File: src/core/etxbc_consts.svh
`ifndef ETXBC_CONSTS_SVH
`define ETXBC_CONSTS_SVH

// frame length limits, in bytes
`define ETXBC_LEN_MIN        16'h0003
`define ETXBC_PAD_LEN        16'h003C
`define ETXBC_MAX_WITH_CRC   16'h05EA
`define ETXBC_MAX_NO_CRC     16'h05EE
`define ETXBC_CRC_BYTES      16'h0004

// on-chip transmit buffer size in bytes
`define ETXBC_BUF_BYTES      16'h0C00

// consecutive valid link pulses needed for link-good
`define ETXBC_LINK_GOOD_CNT  3'h4

// link pulse spacing
`define ETXBC_NLP_PERIOD_NS  16000000
`define ETXBC_CLK_PERIOD_NS  10
`define ETXBC_NLP_CYCLES     (`ETXBC_NLP_PERIOD_NS / `ETXBC_CLK_PERIOD_NS)

// data buffer shape
`define ETXBC_FIFO_WIDTH     8
`define ETXBC_FIFO_DEPTH     16

`endif

File: src/core/etxbc_pkg.sv
package etxbc_pkg;

    typedef enum logic [5:0] {
        ST_IDLE  = 6'h01,
        ST_WLEN  = 6'h02,
        ST_WSPC  = 6'h04,
        ST_READY = 6'h08,
        ST_FILL  = 6'h10,
        ST_SEND  = 6'h20
    } etxbc_state_t;

    typedef struct packed {
        logic abort;
        logic pad_disable;
        logic crc_suppress;
    } etxbc_cmd_t;

    typedef struct packed {
        logic excess_collision;
        logic jabber;
        logic late_collision;
    } etxbc_fail_t;

endpackage : etxbc_pkg

File: src/core/etxbc_top.sv
// Functional notes
// - on a request compare needed length with free space; flag space-now if room
// - no room and space irq enabled: wait for room, then set space event
// - commit only after good request and a read of a set space flag
// - committed region refuses data of any later frame
// - committed, written frame is sent unless a line failure flag rises
// - abort command discards the committed frame and any pending request unsent, except a request that a space-flag read commits in the abort cycle
// - underrun while underrun flag enabled cancels the committed frame
// - successful send sets the transmit-ok flag
// - sent length comes from written length, shaped by pad and crc bits
// - pad under 60 to 60; crc limit 1514, no-crc limit 1518
// - lengths below three bytes are never sent
// - link-good only after four consecutive valid link pulses
// - an invalid link pulse restarts the valid pulse count
// - no link pulses sent while automatic media select is active
// - bad length discards the command and sets bid error
// - transmit-ok with its irq enable raises the interrupt
`include "etxbc_consts.svh"
`timescale 1ns/1ps
`default_nettype none

module etxbc_top
    import etxbc_pkg::*;
#(
    parameter int NLP_CYCLES = `ETXBC_NLP_CYCLES
) (
    input  wire logic        clk_in,
    input  wire logic        srst_in,
    input  wire logic        cmd_wr_in,
    input  wire etxbc_cmd_t  cmd_in,
    input  wire logic        len_wr_in,
    input  wire logic [15:0] len_in,
    input  wire logic        bus_status_rd_in,
    input  wire logic        buf_event_rd_in,
    input  wire logic        tx_event_rd_in,
    input  wire logic        tx_space_irq_en_in,
    input  wire logic        tx_done_irq_en_in,
    input  wire logic        underrun_en_in,
    input  wire logic        wr_valid_in,
    input  wire logic [7:0]  wr_data_in,
    output logic             wr_ready_out,
    output logic             line_valid_out,
    output logic [7:0]       line_data_out,
    input  wire logic        line_ready_in,
    output logic             line_start_out,
    output logic [15:0]      frame_len_out,
    output logic             crc_append_out,
    input  wire logic        line_done_in,
    input  wire etxbc_fail_t line_fail_in,
    input  wire logic        tx_underrun_in,
    input  wire logic        nlp_valid_in,
    input  wire logic        nlp_invalid_in,
    input  wire logic        auto_select_in,
    output logic             tx_space_now_out,
    output logic             tx_space_event_out,
    output logic             tx_bid_error_out,
    output logic             tx_done_ok_out,
    output etxbc_fail_t      fail_flags_out,
    output logic             tx_irq_out,
    output logic             committed_out,
    output logic [15:0]      free_space_out,
    output logic             link_good_out,
    output logic             link_pulse_out
);

    function automatic logic len_ok(input logic [15:0] len,
                                    input logic        crc_sup);
        len_ok = (len >= `ETXBC_LEN_MIN) &&
                 (len <= (crc_sup ? `ETXBC_MAX_NO_CRC
                                  : `ETXBC_MAX_WITH_CRC));
    endfunction : len_ok

    function automatic logic [15:0] wire_len(input logic [15:0] len,
                                             input etxbc_cmd_t  cmd);
        logic [15:0] padded;
        padded = (!cmd.pad_disable && len < `ETXBC_PAD_LEN) ?
                 `ETXBC_PAD_LEN : len;
        wire_len = padded + (cmd.crc_suppress ? 16'h0000
                                              : `ETXBC_CRC_BYTES);
    endfunction : wire_len

    etxbc_state_t state_r;
    etxbc_state_t state_nxt;
    etxbc_cmd_t   cmd_r;
    etxbc_fail_t  fail_r;
    logic [15:0]  len_r;
    logic [15:0]  need_r;
    logic [15:0]  free_r;
    logic [15:0]  left_r;
    logic         space_now_r;
    logic         space_event_r;
    logic         bid_err_r;
    logic         done_ok_r;
    logic         irq_r;
    logic         start_r;
    logic         wr_open_r;
    logic [2:0]   nlp_cnt_r;
    logic         link_good_r;
    logic [31:0]  nlp_div_r;
    logic         link_pulse_r;
    logic         fifo_in_ready;
    logic         fifo_push;

    // decode of the current request and of the frame's end events
    wire busy      = state_r[4] || state_r[5];
    wire abort_cmd = cmd_wr_in && cmd_in.abort;
    wire new_cmd   = cmd_wr_in && !cmd_in.abort && !busy;
    wire len_take  = len_wr_in && (state_r == ST_WLEN);
    wire len_good  = len_ok(len_in, cmd_r.crc_suppress);
    wire [15:0] need_now = wire_len(len_in, cmd_r);
    wire room_now  = (free_r >= need_now);
    wire room_wait = (free_r >= need_r);
    wire commit    = (state_r == ST_READY) &&
                     ((bus_status_rd_in && space_now_r) ||
                      (buf_event_rd_in && space_event_r));
    wire any_fail  = |line_fail_in;
    wire underrun  = busy && tx_underrun_in && underrun_en_in;
    wire sent_ok   = (state_r == ST_SEND) && line_done_in && !any_fail;
    wire failed    = (state_r == ST_SEND) && any_fail;
    wire release_s = busy && (abort_cmd || underrun || sent_ok || failed);
    wire flush     = abort_cmd || underrun || failed;
    wire last_byte = fifo_push && (left_r == 16'h0001);

    assign fifo_push = wr_valid_in && wr_open_r && fifo_in_ready;

    always_comb begin
        state_nxt = state_r;
        unique case (state_r)
            ST_IDLE:  if (new_cmd) state_nxt = ST_WLEN;
            ST_WLEN: begin
                if (len_take) begin
                    if (!len_good) begin
                        state_nxt = ST_IDLE;
                    end else if (room_now) begin
                        state_nxt = ST_READY;
                    end else begin
                        state_nxt = ST_WSPC;
                    end
                end
            end
            ST_WSPC:  if (room_wait) state_nxt = ST_READY;
            ST_READY: if (commit) state_nxt = ST_FILL;
            ST_FILL:  if (last_byte) state_nxt = ST_SEND;
            ST_SEND:  if (sent_ok || failed) state_nxt = ST_IDLE;
        endcase
        if (abort_cmd || underrun) begin
            state_nxt = ST_IDLE;
        end
    end

    always_ff @(posedge clk_in) begin
        if (srst_in) begin
            state_r <= ST_IDLE;
        end else begin
            state_r <= state_nxt;
        end
    end

    // request capture; the length drives the shaped wire length
    always_ff @(posedge clk_in) begin
        if (srst_in) begin
            cmd_r  <= '0;
            len_r  <= 16'h0000;
            need_r <= 16'h0000;
        end else begin
            if (new_cmd) begin
                cmd_r <= cmd_in;
            end
            if (len_take && len_good) begin
                len_r  <= len_in;
                need_r <= need_now;
            end
        end
    end

    // free pool: one subtract at commit, one give-back at release
    always_ff @(posedge clk_in) begin
        if (srst_in) begin
            free_r <= `ETXBC_BUF_BYTES;
        end else if (commit) begin
            free_r <= free_r - need_r;
        end else if (release_s) begin
            free_r <= free_r + need_r;
        end
    end

    // write window stays shut once the committed frame is complete
    always_ff @(posedge clk_in) begin
        if (srst_in) begin
            left_r    <= 16'h0000;
            wr_open_r <= 1'b0;
        end else if (commit) begin
            left_r    <= len_r;
            wr_open_r <= 1'b1;
        end else if (flush || last_byte) begin
            left_r    <= 16'h0000;
            wr_open_r <= 1'b0;
        end else if (fifo_push) begin
            left_r <= left_r - 16'h0001;
        end
    end

    always_ff @(posedge clk_in) begin
        if (srst_in) begin
            start_r        <= 1'b0;
            frame_len_out  <= 16'h0000;
            crc_append_out <= 1'b0;
        end else begin
            start_r <= commit;
            if (commit) begin
                frame_len_out  <= need_r;
                crc_append_out <= !cmd_r.crc_suppress;
            end
        end
    end

    // status flags: a set in the same cycle as a clearing read wins
    always_ff @(posedge clk_in) begin
        if (srst_in) begin
            space_now_r   <= 1'b0;
            space_event_r <= 1'b0;
            bid_err_r     <= 1'b0;
        end else begin
            if (len_take && len_good && room_now) begin
                space_now_r <= 1'b1;
            end else if (state_r == ST_WSPC && room_wait) begin
                space_now_r <= 1'b1;
            end else if (commit || flush) begin
                space_now_r <= 1'b0;
            end
            if (state_r == ST_WSPC && room_wait && tx_space_irq_en_in) begin
                space_event_r <= 1'b1;
            end else if (buf_event_rd_in || flush) begin
                space_event_r <= 1'b0;
            end
            if (len_take && !len_good) begin
                bid_err_r <= 1'b1;
            end else if (bus_status_rd_in) begin
                bid_err_r <= 1'b0;
            end
        end
    end

    always_ff @(posedge clk_in) begin
        if (srst_in) begin
            done_ok_r <= 1'b0;
            fail_r    <= '0;
            irq_r     <= 1'b0;
        end else begin
            if (sent_ok) begin
                done_ok_r <= 1'b1;
            end else if (tx_event_rd_in) begin
                done_ok_r <= 1'b0;
            end
            if (failed) begin
                fail_r <= fail_r | line_fail_in;
            end else if (tx_event_rd_in) begin
                fail_r <= '0;
            end
            irq_r <= (done_ok_r && tx_done_irq_en_in) ||
                     (space_event_r && tx_space_irq_en_in);
        end
    end

    // link qualification against the hub
    always_ff @(posedge clk_in) begin
        if (srst_in) begin
            nlp_cnt_r   <= 3'h0;
            link_good_r <= 1'b0;
        end else if (nlp_invalid_in) begin
            nlp_cnt_r   <= 3'h0;
            link_good_r <= 1'b0;
        end else if (nlp_valid_in && nlp_cnt_r != `ETXBC_LINK_GOOD_CNT) begin
            nlp_cnt_r   <= nlp_cnt_r + 3'h1;
            link_good_r <= (nlp_cnt_r + 3'h1 == `ETXBC_LINK_GOOD_CNT);
        end
    end

    // the divider keeps running under auto select so pulses resume in phase
    always_ff @(posedge clk_in) begin
        if (srst_in) begin
            nlp_div_r    <= 32'h00000000;
            link_pulse_r <= 1'b0;
        end else begin
            if (nlp_div_r == 32'(NLP_CYCLES - 1)) begin
                nlp_div_r <= 32'h00000000;
            end else begin
                nlp_div_r <= nlp_div_r + 32'h00000001;
            end
            link_pulse_r <= (nlp_div_r == 32'(NLP_CYCLES - 1)) &&
                            !auto_select_in;
        end
    end

    etxbc_fifo #(
        .WIDTH (`ETXBC_FIFO_WIDTH),
        .DEPTH (`ETXBC_FIFO_DEPTH)
    ) u_fifo (
        .clk_in        (clk_in),
        .srst_in       (srst_in),
        .flush_in      (flush),
        .in_valid_in   (wr_valid_in && wr_open_r),
        .in_data_in    (wr_data_in),
        .in_ready_out  (fifo_in_ready),
        .out_valid_out (line_valid_out),
        .out_data_out  (line_data_out),
        .out_ready_in  (line_ready_in)
    );

    // ready is gated by the commit window; a wire, not a fresh flop
    assign wr_ready_out       = fifo_in_ready && wr_open_r;
    assign line_start_out     = start_r;
    assign tx_space_now_out   = space_now_r;
    assign tx_space_event_out = space_event_r;
    assign tx_bid_error_out   = bid_err_r;
    assign tx_done_ok_out     = done_ok_r;
    assign fail_flags_out     = fail_r;
    assign tx_irq_out         = irq_r;
    assign committed_out      = busy;
    assign free_space_out     = free_r;
    assign link_good_out      = link_good_r;
    assign link_pulse_out     = link_pulse_r;
endmodule : etxbc_top

`default_nettype wire

File: src/core/etxbc_fifo.sv
`timescale 1ns/1ps
`default_nettype none

module etxbc_fifo #(
    parameter int WIDTH = 8,
    parameter int DEPTH = 16
) (
    input  wire logic             clk_in,
    input  wire logic             srst_in,
    input  wire logic             flush_in,
    input  wire logic             in_valid_in,
    input  wire logic [WIDTH-1:0] in_data_in,
    output logic                  in_ready_out,
    output logic                  out_valid_out,
    output logic [WIDTH-1:0]      out_data_out,
    input  wire logic             out_ready_in
);
    localparam int AW = $clog2(DEPTH);

    logic [WIDTH-1:0] mem_r [DEPTH];
    logic [AW-1:0]    wr_ptr_r;
    logic [AW-1:0]    rd_ptr_r;
    logic [AW:0]      count_r;
    logic [AW:0]      count_nxt;
    logic             in_ready_r;
    logic             out_valid_r;
    logic [WIDTH-1:0] out_data_r;

    wire push = in_valid_in && in_ready_r;
    wire pop  = (count_r != '0) && (!out_valid_r || out_ready_in);

    assign count_nxt = count_r + (AW+1)'(push) - (AW+1)'(pop);

    always_ff @(posedge clk_in) begin
        if (push) begin
            mem_r[wr_ptr_r] <= in_data_in;
        end
    end

    always_ff @(posedge clk_in) begin
        if (srst_in || flush_in) begin
            wr_ptr_r    <= '0;
            rd_ptr_r    <= '0;
            count_r     <= '0;
            in_ready_r  <= 1'b1;
            out_valid_r <= 1'b0;
            out_data_r  <= '0;
        end else begin
            wr_ptr_r   <= wr_ptr_r + AW'(push);
            rd_ptr_r   <= rd_ptr_r + AW'(pop);
            count_r    <= count_nxt;
            // full is registered so the writer sees back-pressure cleanly
            in_ready_r <= (count_nxt != (AW+1)'(DEPTH));
            if (pop) begin
                out_valid_r <= 1'b1;
                out_data_r  <= mem_r[rd_ptr_r];
            end else if (out_ready_in) begin
                out_valid_r <= 1'b0;
            end
        end
    end

    assign in_ready_out  = in_ready_r;
    assign out_valid_out = out_valid_r;
    assign out_data_out  = out_data_r;

endmodule : etxbc_fifo

`default_nettype wire

File: config.mk
export PLATFORM = sky130hd
export DESIGN_NAME = etxbc_top
export DESIGN_NICKNAME = d
export VERILOG_FILES = /design/src/core/etxbc_pkg.sv /design/src/core/etxbc_top.sv /design/src/core/etxbc_fifo.sv
export VERILOG_INCLUDE_DIRS = /design/src /design/src/core
export SDC_FILE = /design/constraint.sdc
export NUM_CORES = 1
export LEC_CHECK = 0
export BUFFER_PORTS_ARGS = -buffer_cell sky130_fd_sc_hd__buf_2
export CAP_MARGIN = 20
export CORE_UTILIZATION = 45
export DETAILED_ROUTE_END_ITERATION = 8
export GPL_TIMING_DRIVEN = 0
export SYNTH_ARGS = -nofsm -noshare
export SYNTH_HDL_FRONTEND = slang
export SYNTH_SLANG_ARGS = --single-unit
File: constraint.sdc
create_clock -name clk_in -period 7.1 [get_ports clk_in]
set_input_delay 1.42 -clock clk_in [delete_from_list [all_inputs] [get_ports clk_in]]
set_output_delay 1.42 -clock clk_in [all_outputs]
set_load 0.005 [all_outputs]
# Yosys cells after proc, flatten, opt, wreduce, memory -nomap -nowiden
# Memories as Yosys holds them, arrays and structs flattened. A register that Yosys moved wholly into a read port is not among the register bits.
# Cells that the tools add are included.
[op_classes] n_eq_ne=17 addsub=10 magnitude_cmp=5 n_mux=34 n_bitwise=1 reduce_logical=65
[op_table] op="16-bit two-way mux" count=6
[op_table] op="6-bit two-way mux" count=6
[op_table] op="6-bit one-hot mux with 6 select lines" count=1
[op_table] op="32-bit by 1-bit adder with 32-bit output (second input constant)" count=1
[op_table] op="32-bit by 21-bit == test with 1-bit output (second input constant)" count=1
[op_table] op="16-bit greater-or-equal comparator" count=2
[op_table] op="1-bit logical AND" count=29
[op_table] op="16-bit adder" count=1
[op_table] op="16-bit by 3-bit adder with 16-bit output" count=1
[op_table] op="16-bit by 1-bit == test with 1-bit output (second input constant)" count=1
[op_table] op="16-bit by 2-bit greater-or-equal comparator with 1-bit output (second input constant)" count=1
[op_table] op="16-bit by 11-bit <= comparator with 1-bit output" count=1
[op_table] op="16-bit by 6-bit < comparator with 1-bit output (second input constant)" count=1
[op_table] op="16-bit by 1-bit subtractor with 16-bit output (second input constant)" count=1
[op_table] op="16-bit subtractor" count=1
[op_table] op="1-bit two-way mux" count=15
[op_table] op="2-bit nonzero test" count=7
[op_table] op="1-bit logical OR" count=13
[op_table] op="3-bit two-way mux" count=4
[op_table] op="2-bit != test (second input constant)" count=5
[op_table] op="4-bit by 1-bit adder with 4-bit output" count=2
[op_table] op="1-bit logical NOT" count=8
[op_table] op="4-bit two-way mux" count=2
[op_table] op="6-bit by 1-bit == test with 1-bit output (second input constant)" count=1
[op_table] op="other kinds (18)" count=21
[totals] elab_cells=161 output_inout_bits=55 mem_count=1 regBits=151 mem_bits_rw=128
[mem_list] name="u_fifo.mem_r" words=16 width=8 read_ports=1 rd_ports_with_merged_regs=1 write_ports=1 line_no="etxbc_fifo.sv:20" rtl="logic [WIDTH-1:0] mem_r [DEPTH];"

# Logic depth before layout (Yosys ltp)
[logic_depth] depth_word=9 depth_mapped=18

# By module
# From an unflattened synthesis, not the netlist that was laid out.
[unflattened] cells_unflattened=1309 area_unflattened_um2=14009.7
[modules_own_cells] module="etxbc_top" instances=1 cells_per_inst=997 seq_area_each_um2=2722.6 area_each_um2=8018.9
[modules_own_cells] module="etxbc_fifo" instances=1 cells_per_inst=312 seq_area_each_um2=4304.1 area_each_um2=5990.7

# Worst setup path before layout
# Ideal clock, no wire load.
[synth_timing] kind="input-to-reg" start="in len_in[6]" end="reg state_r[3]" setup_ns=0.115 cell_stages=18 arrival_time_ns=4.782 slack_ns=2.204 n_path_buf=1 cell_sequence="clkbuf_1 > nor4_1 > nand4b_1 > nand2b_1 > ha_1 > nand3_1 > a21oi_1 > and3_1 > nand3_1 > xor2_1 > ha_1 > a21o_1 > a211o_1 > a211o_1 > a211o_1 > o211ai_1 > a31oi_1 > o21a_1"
[synth_between] elab_chain_len=9
[synth_rtl] element="start: declaration" line_no="etxbc_top.sv:32" rtl="input wire logic [15:0] len_in,"
[synth_rtl] element="16-bit by 6-bit < comparator with 1-bit output (no line)"
[synth_rtl] element="1-bit logical AND (no line)"
[synth_rtl] element="16-bit two-way mux" line_no="etxbc_top.sv:76" rtl="padded = (!cmd.pad_disable && len < `ETXBC_PAD_LEN) ?"
[synth_rtl] element="16-bit by 3-bit adder with 16-bit output" line_no="etxbc_top.sv:78" rtl="wire_len = padded + (cmd.crc_suppress ? 16'h0000"
[synth_rtl] element="16-bit greater-or-equal comparator" line_no="etxbc_top.sv:111" rtl="wire room_now = (free_r >= need_now);"
[synth_rtl] element="4-bit two-way mux" line_no="etxbc_top.sv:134" rtl="end else if (room_now) begin"
[synth_rtl] element="4-bit two-way mux (*)" line_no="etxbc_top.sv:132" rtl="if (!len_good) begin"
[synth_rtl] element="6-bit two-way mux (*)" line_no="etxbc_top.sv:131" rtl="if (len_take) begin"
[synth_rtl] element="6-bit one-hot mux with 6 select lines (*)" line_no="etxbc_top.sv:128" rtl="unique case (state_r)"
[synth_rtl] element="end signal: assignment" line_no="etxbc_top.sv:155" rtl="state_r <= state_nxt;"
[synth_rtl] element="end: declaration" line_no="etxbc_top.sv:82" rtl="etxbc_state_t state_r;"
# Every way passes the cells marked *; elsewhere a longest branch is shown, timed or not. The select of a mux whose other input is x is not followed.
# A chain may end at the register's enable or synchronous reset.

# Worst setup path in the final report
[layout_timing] start="in len_in[15]" end="reg state_r[2]"
# Same word-level chain as after synthesis.

==> summary.md <==
| Metric | Value |
|---|---|
| Outcome | finished, final reports clean |
| Placer Congestion | 0.9081 |
| Vias in the first global route | ~10000 |
| Fillers | 2647 |
| Hold_ws | around 0.46 ns |
| Clock Skew | 0.01727 ns |
| # rows | 63 |
| Power Total | 0.004163 W |
| Syn avg cell area | 10.52 um^2 |
| Layout cells sized above 1 | approximately 14% |
| Number of max-cap violations | 0 |
| Placed cell count | 1797 |
| Net Sw Frac | 25.32% |
| TNS Setup | 0 ns |
| Worst hold path class | reg -> reg |
| H-tree levels | 2 |
| Post-synth top flop | dfxtp_1 |
| Root buffer cell | clkbuf_16 |
| Minimum clock period | approximately 5.9 ns |
| Psw | approximately 0.0011 W |
| Peak Freq | 168.9 MHz |
| Hold_buf cts | 0 |
| Post-synth EDFFs | between 100 and 150 |
| Peak supply drop | 0.1488 mV |
| Synth Register Bits | 287 |
| Grt ovf | 0 |
| Synth warnings | 0 |
| PortBufs | 97 |
| Synth cell types | 67 |
| Final ANT Viol Nets | 0 |
| Initial core utilization | between 40% and 50% |
| Final std cells w/o fill | ~1900 |
| Final #Nets | 1560 |
| Routed WL | around 36000 um |
| Synth-to-Final Area Change | 15.35% |
| DRC Markers | 0 |
| Clock latency at the later pin of the worst-skew pair | about 0.52 ns |
| DP HPWL | 26380 um |
| Post-route core utilization | 53.08% |
| CP startpoint | len_in[15] |
| Die area | ~0.031 mm^2 |
| Worst relative slew slack | between 30% and 40% |
| Vias | between 10000 and 15000 |
| Tcrit/Tclk final | a little over four fifths |
| Max FO, Critical Path | 6 |
| Crit start category | input port |
| WL/cell | 19.22 um |
| I/O pins | about 100 |
| Leakage power | ~6 nW |
| # setup viols final | 0 |
| CP Class | in -> reg |
| Max-slew violations | 0 |
| Pre-antenna DRT Iters | 5 |
| Post_cts resized | 0 |
| Tightest Pin Transition | 1.001 ns |
| PD cells | ~260 mW/mm^2 |
| Gate power share | between 15 and 20% |
| Worst Path Arrival | ~6.4 ns |
| HP Start | frame_len_out[1]$_SDFFE_PP0P_ |
| Sequential power share | 43.2% |
| Clock sink total | between 200 and 300 |
| Netlist Area Pre-Place | around 0.014 mm^2 |
| Sequential-to-total area share from yosys stat | 51.11% |
| Clock Tree Buf Depth | 3 |
| Clock network fraction of design power | 40.8% |
| Syn Nets | approximately 1400 |
| Asr flop ratio synth | 0% |
| Core area | between 0.02 and 0.03 mm^2 |
| Cells after synthesis | 1307 |
| Via-to-Cell Ratio | about 5.7 |
| Pint | slightly above 0.003 W |
| Die width | ~180 um |
| CTS tree | built |
| Num CTS Buffers | 34 |
| Die H | approximately 180 um |
| # diodes | 0 |
| Setup Buffers After CTS | 0 |
| RSZ-0062 raised after global routing | no |
| Maximum number of pins on one net before global-route repair | 17 |
| Final hold viol count | 0 |
| CTS clk-pin slew, worst paths | 0.06 ns |
| Global-route wire length before repair | 55720 um |
| Reg2reg start | cmd_r[1]$_SDFFE_PP0P_ |
| Total track usage | 23.16% |
| Initial antenna violation count | 0 |
| CP Capture Type | register |
| Iter 0 DRT Violations | between 800 and 900 |
| CP Data Required Time | between 7 and 8 ns |
[logic make-up after synthesis]
group           count (synthesis)  synth area share (%)
compound gates                237                 11.02
xor+xnor                       63                 4.013
fa+ha+maj                      69                 6.443
buf+inv                       118                 3.276
flops                         287                 51.11
mux                            50                 7.299
simple gates                  483                 16.84
[critical path: stages]
cell,delay [ns]
buf_2,0.12
nor4_1,0.86
nand4b_1,0.48
nand2b_1,0.20
ha_1,0.30
nand3_1,0.11
a21oi_1,0.20
and3_1,0.28
nand3_1,0.12
xor2_1,0.16
ha_1,0.29
a21o_1,0.16
a211o_1,0.31
a211o_1,0.30
a211o_1,0.29
o21ai_0,0.42
nand2_1,0.17
a21oi_1,0.16
[layout make-up]
type	instances	area (um^2)	area share [%]
buffer	62	240.2	1.515
clock buffer	53	1012	6.383
clock inverter	9	85.08	0.5365
inverter	56	210.2	1.325
multi-input combinational	902	6281	39.61
sequential	287	7027	44.31
tap	390	488.0	3.077
timing repair buffer	101	515.5	3.250
[power groups by stage]
| stage | logic (W) | registers, W | clock network [W] |
|---|---|---|---|
| global route | 0.000739 | 0.00180 | 0.00180 |
| detailed placement | 0.000665 | 0.00183 | 0 |
| CTS | 0.000667 | 0.00180 | 0.00173 |
| finish | 0.000669 | 0.00180 | 0.00170 |
| global placement | 0.000653 | 0.00183 | 0 |
| floorplan | 0.000484 | 0.00183 | 0 |
[cell usage in the layout, fill, tap and decap left out, types with 4 or more instances in the layout]
cell and instances:
o21ai_0 37, o311ai_0 4, or2_2 4, a211oi_1 21, nand2_1 132, xor2_1 40, o31ai_1 8, o22ai_1 8
and2_1 13, o21bai_1 4, nor2b_1 10, nand2b_1 20, a31oi_1 5, clkbuf_1 56, nor4_1 20, nor2_1 142
ha_1 66, nor3b_1 5, a21o_1 7, a22oi_1 11, mux4_2 40, mux2i_1 8, buf_2 106, a21oi_1 89
nand4_1 10, buf_1 11, or3_1 9, nor4b_1 5, a211o_1 10, edfxtp_1 128, inv_1 56, xnor2_1 23
clkbuf_16 36, dfxtp_1 159, a32o_1 4, clkbuf_8 4, nor3_1 37, and3_1 19, nand3_1 40
[through the flow]
| step | instance area [um^2] | setup WS (ns) |
|---|---|---|
| CTS | 15840 | 1.304 |
| finish | 15860 | 1.179 |
| global placement | 14720 | 0.8245 |
| global route | 15860 | 0.9274 |
| detailed placement | 14750 | 0.8085 |
| floorplan | 13750 | 2.204 |
[state kept, by name (all words and copies together), names as in the netlist, 5 cells and up]
signal               flops
u_fifo.out_data_out      8
need_r                  16
free_space_out          16
len_r                   16
frame_len_out           16
left_r                  16
nlp_div_r               32
state_r                  6
u_fifo.count_r           5
u_fifo.mem_r           128
[cell usage after synthesis, types with 7 or more instances]
master    number  share of area [%]
dfxtp_1      159                 23
o22ai_1        8               0.36
nor4_1        20               0.91
nand3_1       40                1.5
or3_1          9               0.41
buf_1         11               0.30
mux4_2        40                6.6
nand4_1       10               0.46
edfxtp_1     128                 28
nor2b_1       10               0.46
o21ai_0       37                1.3
clkbuf_1      45                1.2
a21oi_1       89                3.2
nor2_1       142                3.9
and3_1        19               0.86
nand2b_1      20               0.91
a22oi_1       11               0.60
ha_1          66                6.0
a21o_1         7               0.38
o31ai_1        8               0.44
nor3_1        39                1.4
inv_1         56                1.5
xnor2_1       23                1.5
a211oi_1      21                1.1
xor2_1        40                2.5
and2_1        13               0.59
nand2_1      132                3.6
mux2i_1        8               0.58
a211o_1       10               0.64
[worst paths after layout]
kind                              endpoint  slack, ns  cells after the start
min reg2reg  frame_len_out[1]$_SDFFE_PP0P_       0.46                      2
min          frame_len_out[1]$_SDFFE_PP0P_       0.46                      2
max reg2reg        state_r[2]$_SDFFE_PP0P_       2.81                     16
max                state_r[2]$_SDFFE_PP0P_       1.18                     18
[per-layer routing]
layer / GRT usage [%] / up-vias / wire [um]
li1: - / 5031 / -
met4: 6.645 / 0 / 806
met2: 36.36 / 330 / 15930
met1: 32.73 / 5113 / 16760
met3: 4.038 / 58 / 2258
met5: 0 / - / 0
No activity file was read; power rests on OpenSTA's default activity.
